===== config.mk =====
export PLATFORM = sky130hd
export DESIGN_NAME = i2m_master
export DESIGN_NICKNAME = d
export VERILOG_FILES = /design/src/inc/i2m_pkg.sv /design/src/hw/i2m_master.sv /design/src/hw/i2m_txbuf.sv
export SDC_FILE = /design/constraint.sdc
export NUM_CORES = 1
export LEC_CHECK = 0
export BUFFER_PORTS_ARGS = -buffer_cell sky130_fd_sc_hd__clkbuf_2
export CAP_MARGIN = 20
export CORE_MARGIN = 2
export CORE_UTILIZATION = 53
export DETAILED_ROUTE_END_ITERATION = 16
export PLACE_DENSITY = 0.87
export REMOVE_ABC_BUFFERS = 1
export SLEW_MARGIN = 10
export SYNTH_ARGS = -nofsm -noshare
export SYNTH_HDL_FRONTEND = slang
export SYNTH_SLANG_ARGS = --single-unit
export TNS_END_PERCENT = 100

===== constraint.sdc =====
create_clock -name clk -period 2.5 [get_ports clk]
set_input_delay 0.125 -clock clk [delete_from_list [all_inputs] [get_ports clk]]
set_output_delay 0.125 -clock clk [all_outputs]
set_load 0.03 [all_outputs]

===== src/inc/i2m_pkg.sv =====
`default_nettype none
package i2m_pkg;
  // timing base: core clock and instruction cycle
  localparam int CLK_NS = 5;
  localparam int TCY_NS = 200;
  // core clocks per instruction phase, four phases per cycle
  localparam int PHASE_CLKS = TCY_NS / 4 / CLK_NS;
  localparam logic [3:0] PHASE_LAST = 4'(PHASE_CLKS - 1);
  localparam logic [1:0] PHASE_RESET = 2'h0;
  // serial clock rates reachable through the reload value
  localparam int RATE_STD_HZ = 100000;
  localparam int RATE_FAST_HZ = 400000;
  localparam int RATE_FMP_HZ = 1000000;
  // reload for a rate: one counter period is half a serial clock, two ticks per cycle
  function automatic logic [6:0] rate_reload(input int hz);
    rate_reload = 7'((1000000000 / hz / 2) / (TCY_NS / 2) - 1);
  endfunction : rate_reload
  localparam logic [6:0] RELOAD_STD = rate_reload(RATE_STD_HZ);
  localparam logic [6:0] RELOAD_FAST = rate_reload(RATE_FAST_HZ);
  localparam logic [6:0] RELOAD_FMP = rate_reload(RATE_FMP_HZ);
  localparam logic [6:0] BRG_ZERO = 7'h00;
  // master control write bit positions
  localparam int CTL_SEN = 0;
  localparam int CTL_RESTART_REQUEST_BIT = 1;
  // status positions as the core sees them
  localparam int STAT_START_POS = 3;
  localparam int CTL_ACK_POS = 6;
  // bit counter: index 8 is the acknowledge slot
  localparam logic [3:0] ACK_SLOT = 4'h8;
  localparam logic [3:0] BIT_FIRST = 4'h0;
  localparam logic [7:0] BYTE_RESET = 8'h00;
  // two-entry transmit buffer
  localparam int BUF_W = 8;
  localparam int BUF_DEPTH = 2;
  // state encodings, one-hot
  typedef enum logic [9:0] {
    ST_IDLE   = 10'h001,
    ST_S_WAIT = 10'h002,
    ST_S_HOLD = 10'h004,
    ST_R_LOW  = 10'h008,
    ST_R_REL  = 10'h010,
    ST_R_SCLH = 10'h020,
    ST_R_HIGH = 10'h040,
    ST_R_SDAL = 10'h080,
    ST_TX_LOW = 10'h100,
    ST_TX_HI  = 10'h200
  } i2m_state_e;
  // the two bus lines travel together
  typedef struct packed {
    logic scl;
    logic sda;
  } i2m_line_s;
  // status bits shown to the core
  typedef struct packed {
    logic senBit;
    logic rsenBit;
    logic ack_received_status;
    logic startSeen;
    logic bufFull;
    logic write_collision_flag;
    logic bcl;
    logic evt;
  } i2m_stat_s;
  localparam i2m_line_s LINE_IDLE = 2'b11;
  localparam i2m_line_s LINE_RELEASED = 2'b00;
  localparam i2m_stat_s STAT_RESET = 8'h00;
endpackage : i2m_pkg
`default_nettype wire


===== src/hw/i2m_master.sv =====
// Function
// - counter reloads low seven bits, stops at zero
// - counter decrements on second and fourth phase
// - reload waits for clock sampled high
// - start request with lines high loads counter
// - timeout with lines high pulls data low
// - one more period, clear request, hold data
// - lines low or early clock fall collide
// - buffer write during start sets write collision
// - control writes ignored until start completes
// - restart pulls clock low, releases data period
// - both high one period, then data low
// - start seen early, event after timeout
// - restart request ignored while busy
// - restart collides on data low or clock fall
// - buffer write during restart sets write collision
// - buffer write sets full and starts transmit
// - bit after clock fall, low then high period
// - eighth fall clears full, releases data
// - ninth fall samples acknowledge into status
// - after ninth clock event, clock held low
// - reload selects standard, fast or fast-plus rate
`timescale 1ns/1ps
`default_nettype none
module i2m_master (
  // clock and reset
  input wire logic clk,
  input wire logic rstn,
  // configuration from the core
  input wire logic masterEn,
  input wire logic [7:0] baudReload,
  // control writes
  input wire logic ctlWrite,
  input wire logic [4:0] ctlData,
  input wire logic txWrite,
  input wire logic [7:0] txData,
  output logic txReady,
  // flag clears
  input wire logic wcolClr,
  input wire logic bclClr,
  input wire logic evtClr,
  // status
  output i2m_pkg::i2m_stat_s status,
  // open-drain bus lines
  input wire i2m_pkg::i2m_line_s lineIn,
  output i2m_pkg::i2m_line_s lineOut,
  output i2m_pkg::i2m_line_s lineOe
);
  import i2m_pkg::*;
  // line synchronisers, first stage feeds only the second
  i2m_line_s syncA_r, syncB_r;
  // phase generator
  logic [3:0] div_r, div_nxt;
  logic [1:0] phase_r, phase_nxt;
  logic tick;
  // engine state
  i2m_state_e st_r, st_nxt;
  logic [6:0] brg_r, brg_nxt;   // baud counter
  logic run_r, run_nxt;         // counter running
  logic [3:0] bit_r, bit_nxt;   // bit slot
  logic [7:0] shf_r, shf_nxt;   // outgoing byte
  i2m_line_s oe_r, oe_nxt;
  i2m_stat_s stat_nxt;
  logic tmo, idleLike, wrOk, bufValid, bufPop;
  logic [7:0] bufData;
  logic bufReady;
  logic sclS, sdaS;
  logic abort;
  logic evtSet; // an event flag set arrives this cycle

  assign sclS = syncB_r.scl;
  assign sdaS = syncB_r.sda;
  assign lineOe = oe_r;
  assign txReady = bufReady;

  // lines are open drain, the driven level is always low
  always_ff @(posedge clk or negedge rstn)
  begin
    if (!rstn)
    begin
      syncA_r <= LINE_IDLE;
      syncB_r <= LINE_IDLE;
      lineOut <= LINE_RELEASED;
    end
    else
    begin
      syncA_r <= lineIn;
      syncB_r <= syncA_r;
      lineOut <= LINE_RELEASED;
    end
  end

  // instruction phases; ticks land on the second and fourth
  always_comb
  begin
    div_nxt = (div_r == PHASE_LAST) ? 4'h0 : div_r + 4'h1;
    phase_nxt = (div_r == PHASE_LAST) ? phase_r + 2'h1 : phase_r;
  end
  always_ff @(posedge clk or negedge rstn)
  begin
    if (!rstn)
    begin
      div_r <= 4'h0;
      phase_r <= PHASE_RESET;
    end
    else
    begin
      div_r <= div_nxt;
      phase_r <= phase_nxt;
    end
  end
  assign tick = (div_r == PHASE_LAST) && phase_r[0];
  // rate follows from the reload value alone
  // a period ends when a tick finds the counter at zero
  assign tmo = run_r && tick && (brg_r == BRG_ZERO);

  // writes are only taken from an idle engine with no start, restart or full buffer pending, since nothing queues
  assign idleLike = (st_r == ST_IDLE) && !status.senBit && !status.rsenBit && !status.bufFull;
  // accepted write marks full and feeds the shifter
  assign wrOk = txWrite && idleLike && bufReady && masterEn;
  assign bufPop = (st_r == ST_IDLE) && !status.senBit && !status.rsenBit;

  i2m_txbuf u_buf (
    .clk(clk),
    .rstn(rstn),
    .inValid(wrOk),
    .inData(txData),
    .inReady(bufReady),
    .outValid(bufValid),
    .outData(bufData),
    .outReady(bufPop)
  );

  // engine: counter, sequences, flags
  always_comb
  begin
    st_nxt = st_r;
    brg_nxt = brg_r;
    run_nxt = run_r;
    bit_nxt = bit_r;
    shf_nxt = shf_r;
    oe_nxt = oe_r;
    stat_nxt = status;
    abort = 1'b0;
    // count down to zero then stop
    if (run_r && tick && (brg_r != BRG_ZERO))
      brg_nxt = brg_r - 7'h01;
    if (tmo)
      run_nxt = 1'b0;
    // write refused while a start or restart runs
    if (txWrite && masterEn && !wrOk)
      stat_nxt.write_collision_flag = 1'b1;
    // control accepted only from a quiet engine
    // restart never taken while busy; start wins a tie
    if (ctlWrite && idleLike && masterEn)
    begin
      stat_nxt.senBit = ctlData[CTL_SEN];
      stat_nxt.rsenBit = ctlData[CTL_RESTART_REQUEST_BIT] && !ctlData[CTL_SEN];
    end
    // event sets below are gathered apart, so a clear cannot swallow a repeated set
    stat_nxt.evt = 1'b0;
    case (st_r)
      ST_IDLE:
      begin
        if (status.senBit)
        begin
          // both lines high, load and count
          if (sclS && sdaS)
          begin
            brg_nxt = baudReload[6:0];
            run_nxt = 1'b1;
            st_nxt = ST_S_WAIT;
          end
          else if (!sclS && !sdaS)
            abort = 1'b1;
        end
        else if (status.rsenBit)
        begin
          oe_nxt.scl = 1'b1;
          st_nxt = ST_R_LOW;
        end
        else if (bufValid)
        begin
          // byte goes out most significant first, address then direction
          shf_nxt = bufData;
          bit_nxt = BIT_FIRST;
          oe_nxt.scl = 1'b1;
          brg_nxt = baudReload[6:0];
          run_nxt = 1'b1;
          st_nxt = ST_TX_LOW;
        end
      end
      ST_S_WAIT:
      begin
        // clock or data fell before data was driven
        if (!sclS || !sdaS)
          abort = 1'b1;
        else if (tmo)
        begin
          oe_nxt.sda = 1'b1;
          stat_nxt.startSeen = 1'b1;
          brg_nxt = baudReload[6:0];
          run_nxt = 1'b1;
          st_nxt = ST_S_HOLD;
        end
      end
      ST_S_HOLD:
      begin
        // second period, then request clears and data stays low
        if (tmo)
        begin
          stat_nxt.senBit = 1'b0;
          stat_nxt.evt = 1'b1;
          st_nxt = ST_IDLE;
        end
      end
      ST_R_LOW:
      begin
        // clock seen low, release data for a period
        if (!sclS)
        begin
          oe_nxt.sda = 1'b0;
          brg_nxt = baudReload[6:0];
          run_nxt = 1'b1;
          st_nxt = ST_R_REL;
        end
      end
      ST_R_REL:
      begin
        if (tmo)
        begin
          if (sdaS)
          begin
            oe_nxt.scl = 1'b0;
            st_nxt = ST_R_SCLH;
          end
          else
            abort = 1'b1;
        end
      end
      ST_R_SCLH:
      begin
        // held clock keeps the counter waiting
        if (sclS)
        begin
          if (!sdaS)
            abort = 1'b1;
          else
          begin
            brg_nxt = baudReload[6:0];
            run_nxt = 1'b1;
            st_nxt = ST_R_HIGH;
          end
        end
      end
      ST_R_HIGH:
      begin
        // clock fell before data went low
        if (!sclS)
          abort = 1'b1;
        else if (tmo)
        begin
          oe_nxt.sda = 1'b1;
          brg_nxt = baudReload[6:0];
          run_nxt = 1'b1;
          st_nxt = ST_R_SDAL;
        end
      end
      ST_R_SDAL:
      begin
        // start seen on the lines, event only at timeout
        if (sclS && !sdaS)
          stat_nxt.startSeen = 1'b1;
        // request clears, counter left unloaded, data low
        if (tmo)
        begin
          stat_nxt.rsenBit = 1'b0;
          stat_nxt.evt = 1'b1;
          st_nxt = ST_IDLE;
        end
      end
      ST_TX_LOW:
      begin
        // bit changes one cycle after the clock went low
        oe_nxt.sda = (bit_r != ACK_SLOT) && !shf_r[7];
        if (tmo)
        begin
          oe_nxt.scl = 1'b0;
          st_nxt = ST_TX_HI;
        end
      end
      ST_TX_HI:
      begin
        // reload only once the clock reads high
        if (!run_r && !tmo && sclS)
        begin
          brg_nxt = baudReload[6:0];
          run_nxt = 1'b1;
        end
        else if (tmo)
        begin
          // high period over, clock low again
          oe_nxt.scl = 1'b1;
          if (bit_r == ACK_SLOT)
          begin
            // acknowledge sampled at the ninth fall
            stat_nxt.ack_received_status = sdaS;
            // event, counter off, clock low, data floating
            stat_nxt.evt = 1'b1;
            oe_nxt.sda = 1'b0;
            st_nxt = ST_IDLE;
          end
          else
          begin
            bit_nxt = bit_r + 4'h1;
            shf_nxt = {shf_r[6:0], 1'b0};
            // eighth fall frees data and empties the buffer flag
            if (bit_r == ACK_SLOT - 4'h1)
            begin
              stat_nxt.bufFull = 1'b0;
              oe_nxt.sda = 1'b0;
            end
            brg_nxt = baudReload[6:0];
            run_nxt = 1'b1;
            st_nxt = ST_TX_LOW;
          end
        end
      end
      default:
        st_nxt = ST_IDLE;
    endcase
    if (wrOk)
      stat_nxt.bufFull = 1'b1;
    // any collision abandons the sequence and frees the lines
    if (abort)
    begin
      stat_nxt.bcl = 1'b1;
      stat_nxt.senBit = 1'b0;
      stat_nxt.rsenBit = 1'b0;
      stat_nxt.bufFull = 1'b0;
      oe_nxt = LINE_RELEASED;
      run_nxt = 1'b0;
      st_nxt = ST_IDLE;
    end
    // leaving master mode clears the requests, full and start-seen flags and releases the bus
    if (!masterEn)
    begin
      stat_nxt.senBit = 1'b0;
      stat_nxt.rsenBit = 1'b0;
      stat_nxt.bufFull = 1'b0;
      stat_nxt.startSeen = 1'b0;
      oe_nxt = LINE_RELEASED;
      run_nxt = 1'b0;
      st_nxt = ST_IDLE;
    end
    // software clears lose to a same-cycle set
    stat_nxt.write_collision_flag = stat_nxt.write_collision_flag && !(wcolClr && !(txWrite && masterEn && !wrOk));
    stat_nxt.bcl = stat_nxt.bcl && !(bclClr && !abort);
    evtSet = stat_nxt.evt;
    stat_nxt.evt = evtSet || (status.evt && !evtClr);
  end

  always_ff @(posedge clk or negedge rstn)
  begin
    if (!rstn)
    begin
      st_r <= ST_IDLE;
      brg_r <= BRG_ZERO;
      run_r <= 1'b0;
      bit_r <= BIT_FIRST;
      shf_r <= BYTE_RESET;
      oe_r <= LINE_RELEASED;
      status <= STAT_RESET;
    end
    else
    begin
      st_r <= st_nxt;
      brg_r <= brg_nxt;
      run_r <= run_nxt;
      bit_r <= bit_nxt;
      shf_r <= shf_nxt;
      oe_r <= oe_nxt;
      status <= stat_nxt;
    end
  end

  // checks
  a_brg_load: assert property (@(posedge clk) disable iff (!rstn)
    $rose(run_r) |-> brg_r == $past(baudReload[6:0])) else $error("counter load wrong");
  a_tick_spacing: assert property (@(posedge clk) disable iff (!rstn)
    tick |=> !tick [*8]) else $error("ticks too close");
  a_tx_hi_wait: assert property (@(posedge clk) disable iff (!rstn)
    (st_r == ST_TX_HI && !run_r && !sclS) |=> !run_r) else $error("reload under low clock");
  a_start_data_low: assert property (@(posedge clk) disable iff (!rstn)
    (st_r == ST_S_WAIT && tmo && sclS && sdaS && masterEn) |=> oe_r.sda && status.startSeen)
    else $error("start edge missing");
  a_start_done: assert property (@(posedge clk) disable iff (!rstn)
    (st_r == ST_S_HOLD && tmo && masterEn) |=> !status.senBit && oe_r.sda && !run_r)
    else $error("start not completed");
  a_start_collide: assert property (@(posedge clk) disable iff (!rstn)
    (st_r == ST_S_WAIT && !sclS && masterEn) |=> status.bcl && st_r == ST_IDLE && !oe_r.sda)
    else $error("start collision missed");
  a_write_collision_flag_start: assert property (@(posedge clk) disable iff (!rstn)
    (txWrite && masterEn && status.senBit) |=> status.write_collision_flag && $stable(u_buf.cnt_r))
    else $error("write during start taken");
  a_restart_request_bit_busy: assert property (@(posedge clk) disable iff (!rstn)
    (ctlWrite && st_r != ST_IDLE) |=> !$rose(status.rsenBit)) else $error("restart queued");
  a_bf_clear: assert property (@(posedge clk) disable iff (!rstn)
    (st_r == ST_TX_HI && tmo && bit_r == 4'h7 && masterEn) |=> !status.bufFull && !oe_r.sda)
    else $error("eighth fall wrong");
  a_ack_sample: assert property (@(posedge clk) disable iff (!rstn)
    (st_r == ST_TX_HI && tmo && bit_r == ACK_SLOT && masterEn)
    |=> status.ack_received_status == $past(sdaS) && status.evt && oe_r.scl) else $error("ack not taken");
  c_start: cover property (@(posedge clk) disable iff (!rstn) $fell(status.senBit) && !status.bcl);
  c_restart: cover property (@(posedge clk) disable iff (!rstn) $fell(status.rsenBit));
  c_byte: cover property (@(posedge clk) disable iff (!rstn) $fell(status.bufFull));
  c_collide: cover property (@(posedge clk) disable iff (!rstn) $rose(status.bcl));
endmodule : i2m_master
`default_nettype wire


===== src/hw/i2m_txbuf.sv =====
`timescale 1ns/1ps
`default_nettype none
module i2m_txbuf (
  // clock and reset
  input wire logic clk,
  input wire logic rstn,
  // filling side
  input wire logic inValid,
  input wire logic [i2m_pkg::BUF_W-1:0] inData,
  output logic inReady,
  // draining side
  output logic outValid,
  output logic [i2m_pkg::BUF_W-1:0] outData,
  input wire logic outReady
);
  import i2m_pkg::*;
  logic [BUF_W-1:0] mem [BUF_DEPTH];  // storage
  logic wp_r, wp_nxt;                 // write slot
  logic rp_r, rp_nxt;                 // read slot
  logic [1:0] cnt_r, cnt_nxt;         // words held
  logic push, pop;
  // ready is a plain inverse of full decoded from the count, so the filler sees honest back-pressure
  assign inReady = (cnt_r != 2'(BUF_DEPTH));
  assign outValid = (cnt_r != 2'h0);
  assign outData = mem[rp_r];
  assign push = inValid && inReady;
  assign pop = outValid && outReady;
  // pointer and count update
  always_comb
  begin
    wp_nxt = push ? ~wp_r : wp_r;
    rp_nxt = pop ? ~rp_r : rp_r;
    cnt_nxt = cnt_r + {1'b0, push} - {1'b0, pop};
  end
  always_ff @(posedge clk or negedge rstn)
  begin
    if (!rstn)
    begin
      wp_r <= 1'b0;
      rp_r <= 1'b0;
      cnt_r <= 2'h0;
    end
    else
    begin
      wp_r <= wp_nxt;
      rp_r <= rp_nxt;
      cnt_r <= cnt_nxt;
    end
  end
  // data slots carry no reset, only valid words are ever read
  always_ff @(posedge clk)
  begin
    if (push)
    begin
      mem[wp_r] <= inData;
    end
  end
endmodule : i2m_txbuf
`default_nettype wire


==> qor.txt <==
Final Power: 0.00441 W
startpoint types: flip-flop
leak pwr: 2.15 nW
post-synth top area cell: dfrtp_1
data required time at the worst endpoint: 2.78 ns
vias: 3410
Hold Fails Final Rpt: 0
number of DRC markers in iteration 0: 306
aggregate routed wire length: 9930 µm
total track usage: 26.9%
Final Cycle Share: 96.5%
CP max stage delay: 0.49 ns
H-tree depth: 3
final critical delay including setup and external delays: 2.41 ns
DP HPWL: 6960 µm
part of the power in registers: 38.1%
Max stage delay cell, worst path: or4_4
Yosys warnings: 0
Synth Register Bits: 69
fin util: 69.8%
total iterations of the first detailed-routing run: 5
Syn Area/Cell: 9.72 µm²
switching portion of total power: 39.6%
setup violators final: 0
pre-CTS setup slack: 0.0505 ns
share of layout cells above drive strength 1: 27.1%
Die ar.: 7830 µm²
Gate power share: 42.2%
Clock Power Share: 19.7%
Nets: 522
chip height: 88.5 µm
Pins Over Slew Limit: 0
first-pass GRT wire length: 15900 µm
worst hold path class: in -> reg
antenna viol nets, final: 0
CTS tree: done
GP Congestion: 0.991
Async SR Flop Fraction: 76.8%
f_max: 415 MHz
Mapped Cells: 389
Worst EP arrival: 2.70 ns
# fillers: 511
grt total ovfl: 0
NetSw: 0.00175 W
clock sinks: 69
worst hold slack: 0.00948 ns
starting density of the core: 55.1%
core box area: 6870 µm²
# port buffers: 37
CP Capture Type: flip-flop
Fin Clk Skew: 0.00955 ns
Primary FF master, synth: dfrtp_1
Rows: 30
post-synthesis sequential area ratio: 47.9%
WS Path Type: reg -> reg
largest net degree at the start of global routing: 25
Synth Cell Area: 3780 µm²
CTS buffer count: 9
MaxCap Viol Count: 0
Area Overhead vs Synth: 26.7%
CP Max Fanout: 4
number of remaining DRC errors: 0
Final WS setup: 0.0879 ns
Vias/cell: 5.82
WL/cell: 17.0 µm
VDD IR-drop max: 712 µV
largest cells by area after synthesis: dfrtp_1 (32%), edfxtp_1 (13%), nand2_1 (4.0%)
top cell type's share of synthesized area: 31.8%
Die Wd: 88.5 µm
status: complete, no violations
initial antenna violation count: 0
root buffer cell: clkbuf_8
Clock Latency Late Sink: 0.36 ns
Int Pwr: 0.00267 W
CP cell instances: nor4_4 > nand2_1 > or4_4 > nor2_2 > ha_1 > inv_1 > ha_1 > xnor2_1 > xnor2_1
Ports: 44
Max Buffers Root-to-Sink: 2
post-synth cell types: 57
Power Density: 921 nW/µm²
clk slew on worst S/H paths: 0.08 ns
n_diodes: 0
EDFF count, synth: 16
vias in the first global route: 3339
## cells in the mapped netlist (3+ instances only)
| master | number |
|---|---|
| xnor2_1 | 10 |
| ha_1 | 6 |
| buf_4 | 5 |
| a21oi_1 | 18 |
| clkbuf_1 | 14 |
| mux2_2 | 6 |
| nor4_1 | 3 |
| and4_1 | 4 |
| and2_1 | 6 |
| nor2_1 | 26 |
| a21o_1 | 3 |
| mux2i_1 | 13 |
| o21ai_0 | 30 |
| dfrtp_1 | 48 |
| nor3_1 | 16 |
| a211oi_1 | 3 |
| o21a_1 | 3 |
| a31oi_1 | 6 |
| a22oi_1 | 3 |
| inv_1 | 18 |
| nor2b_1 | 12 |
| edfxtp_1 | 16 |
| nand2b_1 | 4 |
| xor2_1 | 3 |
| nor4_4 | 3 |
| nand3_1 | 12 |
| nand4_1 | 7 |
| dfstp_2 | 5 |
| o211ai_1 | 3 |
| nand2_1 | 40 |
| o22ai_1 | 7 |
## kinds of logic (layout without fill, tap and decap cells)
| logic type | count (synthesis) | count (layout) | synth area share, % |
|---|---|---|---|
| adders and majority gates | 6 | 6 | 1.98 |
| and+or+nand+nor | 153 | 153 | 22.9 |
| xor gates and xnor gates | 13 | 13 | 3.01 |
| DFF | 69 | 69 | 47.9 |
| buffers and inverters | 40 | 140 | 4.53 |
| AOI/OAI and AO/OA | 88 | 88 | 14.3 |
| other | 1 | 2 | 0.0991 |
| muxes | 19 | 19 | 5.23 |
## cells in the final DEF (no fill, tap or decap), types with 3 or more instances in the layout
master	n
nor2b_1	11
nor3_1	14
a22oi_1	3
nand3_1	12
edfxtp_1	16
ha_1	6
o22ai_1	7
a21o_1	3
o21ai_0	30
o211ai_1	3
nand2b_1	4
xor2_1	3
inv_6	3
a21oi_1	17
o21a_1	3
dlygate4sd3_1	19
buf_4	50
a211oi_1	3
dfstp_2	5
mux2i_1	12
clkbuf_8	9
nand4_1	7
nor4_1	3
a31oi_1	6
mux2_2	6
dfrtp_1	46
clkbuf_2	37
nor2_1	25
and2_1	6
inv_1	17
xnor2_1	10
and4_1	3
nand2_1	40
nor4_4	5
## per-layer routing
metal	up-vias	share of wire, %	track usage, %
li1	1597	-	-
met1	1646	43	35.7
met2	154	49	44.5
met3	13	6.6	5.50
met4	0	1.1	8.40
met5	-	0	0
## stage by stage
step | cells | area [µm²] | setup TNS, ns
global route | 586 | 4790 | -0.0187
finish | 586 | 4790 | 0
CTS | 584 | 4720 | 0
detailed placement | 549 | 4350 | 0
global placement | 549 | 4350 | 0
floorplan | 368 | 3680 | -7.60
## sequential cells by signal (all words and copies together) (netlist names), 4 cells and up
name and count:
bit_r 4, brg_r 7, div_r 4, shf_r 8, st_r 10, status 8
u_buf.mem 16
## area by class of cell
class	instances	area [µm²]	area share, %
tap	96	120	2.51
multi-input combinational	281	1850	38.7
timing repair buffer	106	751	15.7
sequential	69	1820	37.9
inverter	18	67.6	1.41
clock inverter	7	62.6	1.31
clock buffer	9	124	2.58
## worst max-delay path: cells and delay by family, from the launching register on
family | cells | cell delay, ns
xor+xnor | 2 | 0.31
fa+ha+maj | 2 | 0.43
buf+inv | 1 | 0.07
flops | 1 | 0.42
simple gates | 4 | 1.10
## what timing repair did
action | in CTS | in global routing
resized for setup | 0 | 14
setup endpoints to repair | 0 | 33
hold buffers | 19 | 0
endpoints found under the hold margin | 74 | 0
setup buffers | 0 | 2
## power by group through the flow
stage          combinational [W]  clock (W)  sequential [W]
2_1_floorplan            0.00105          0         0.00168
4_1_cts                  0.00176   0.000897         0.00167
6_report                 0.00186   0.000870         0.00168
5_1_grt                  0.00202   0.000929         0.00171
3_5_place_dp             0.00172          0         0.00169
3_3_place_gp             0.00165          0         0.00167
## worst paths after layout
kind                       slack [ns]          start        endpoint  cells after the start
min in group asynchronous        0.14           rstn        brg_r[3]                      2
hold reg to reg                  0.36     syncA_r[0]            sdaS                      0
hold / removal                  0.009  baudReload[0]        brg_r[0]                      2
setup / recovery                 0.09        st_r[7]  u_buf.cnt_r[1]                      9
setup reg to reg                 0.09        st_r[7]  u_buf.cnt_r[1]                      9
max in group asynchronous        1.72           rstn            sclS                      3
Note: power is estimated with default switching activity, not from simulation.
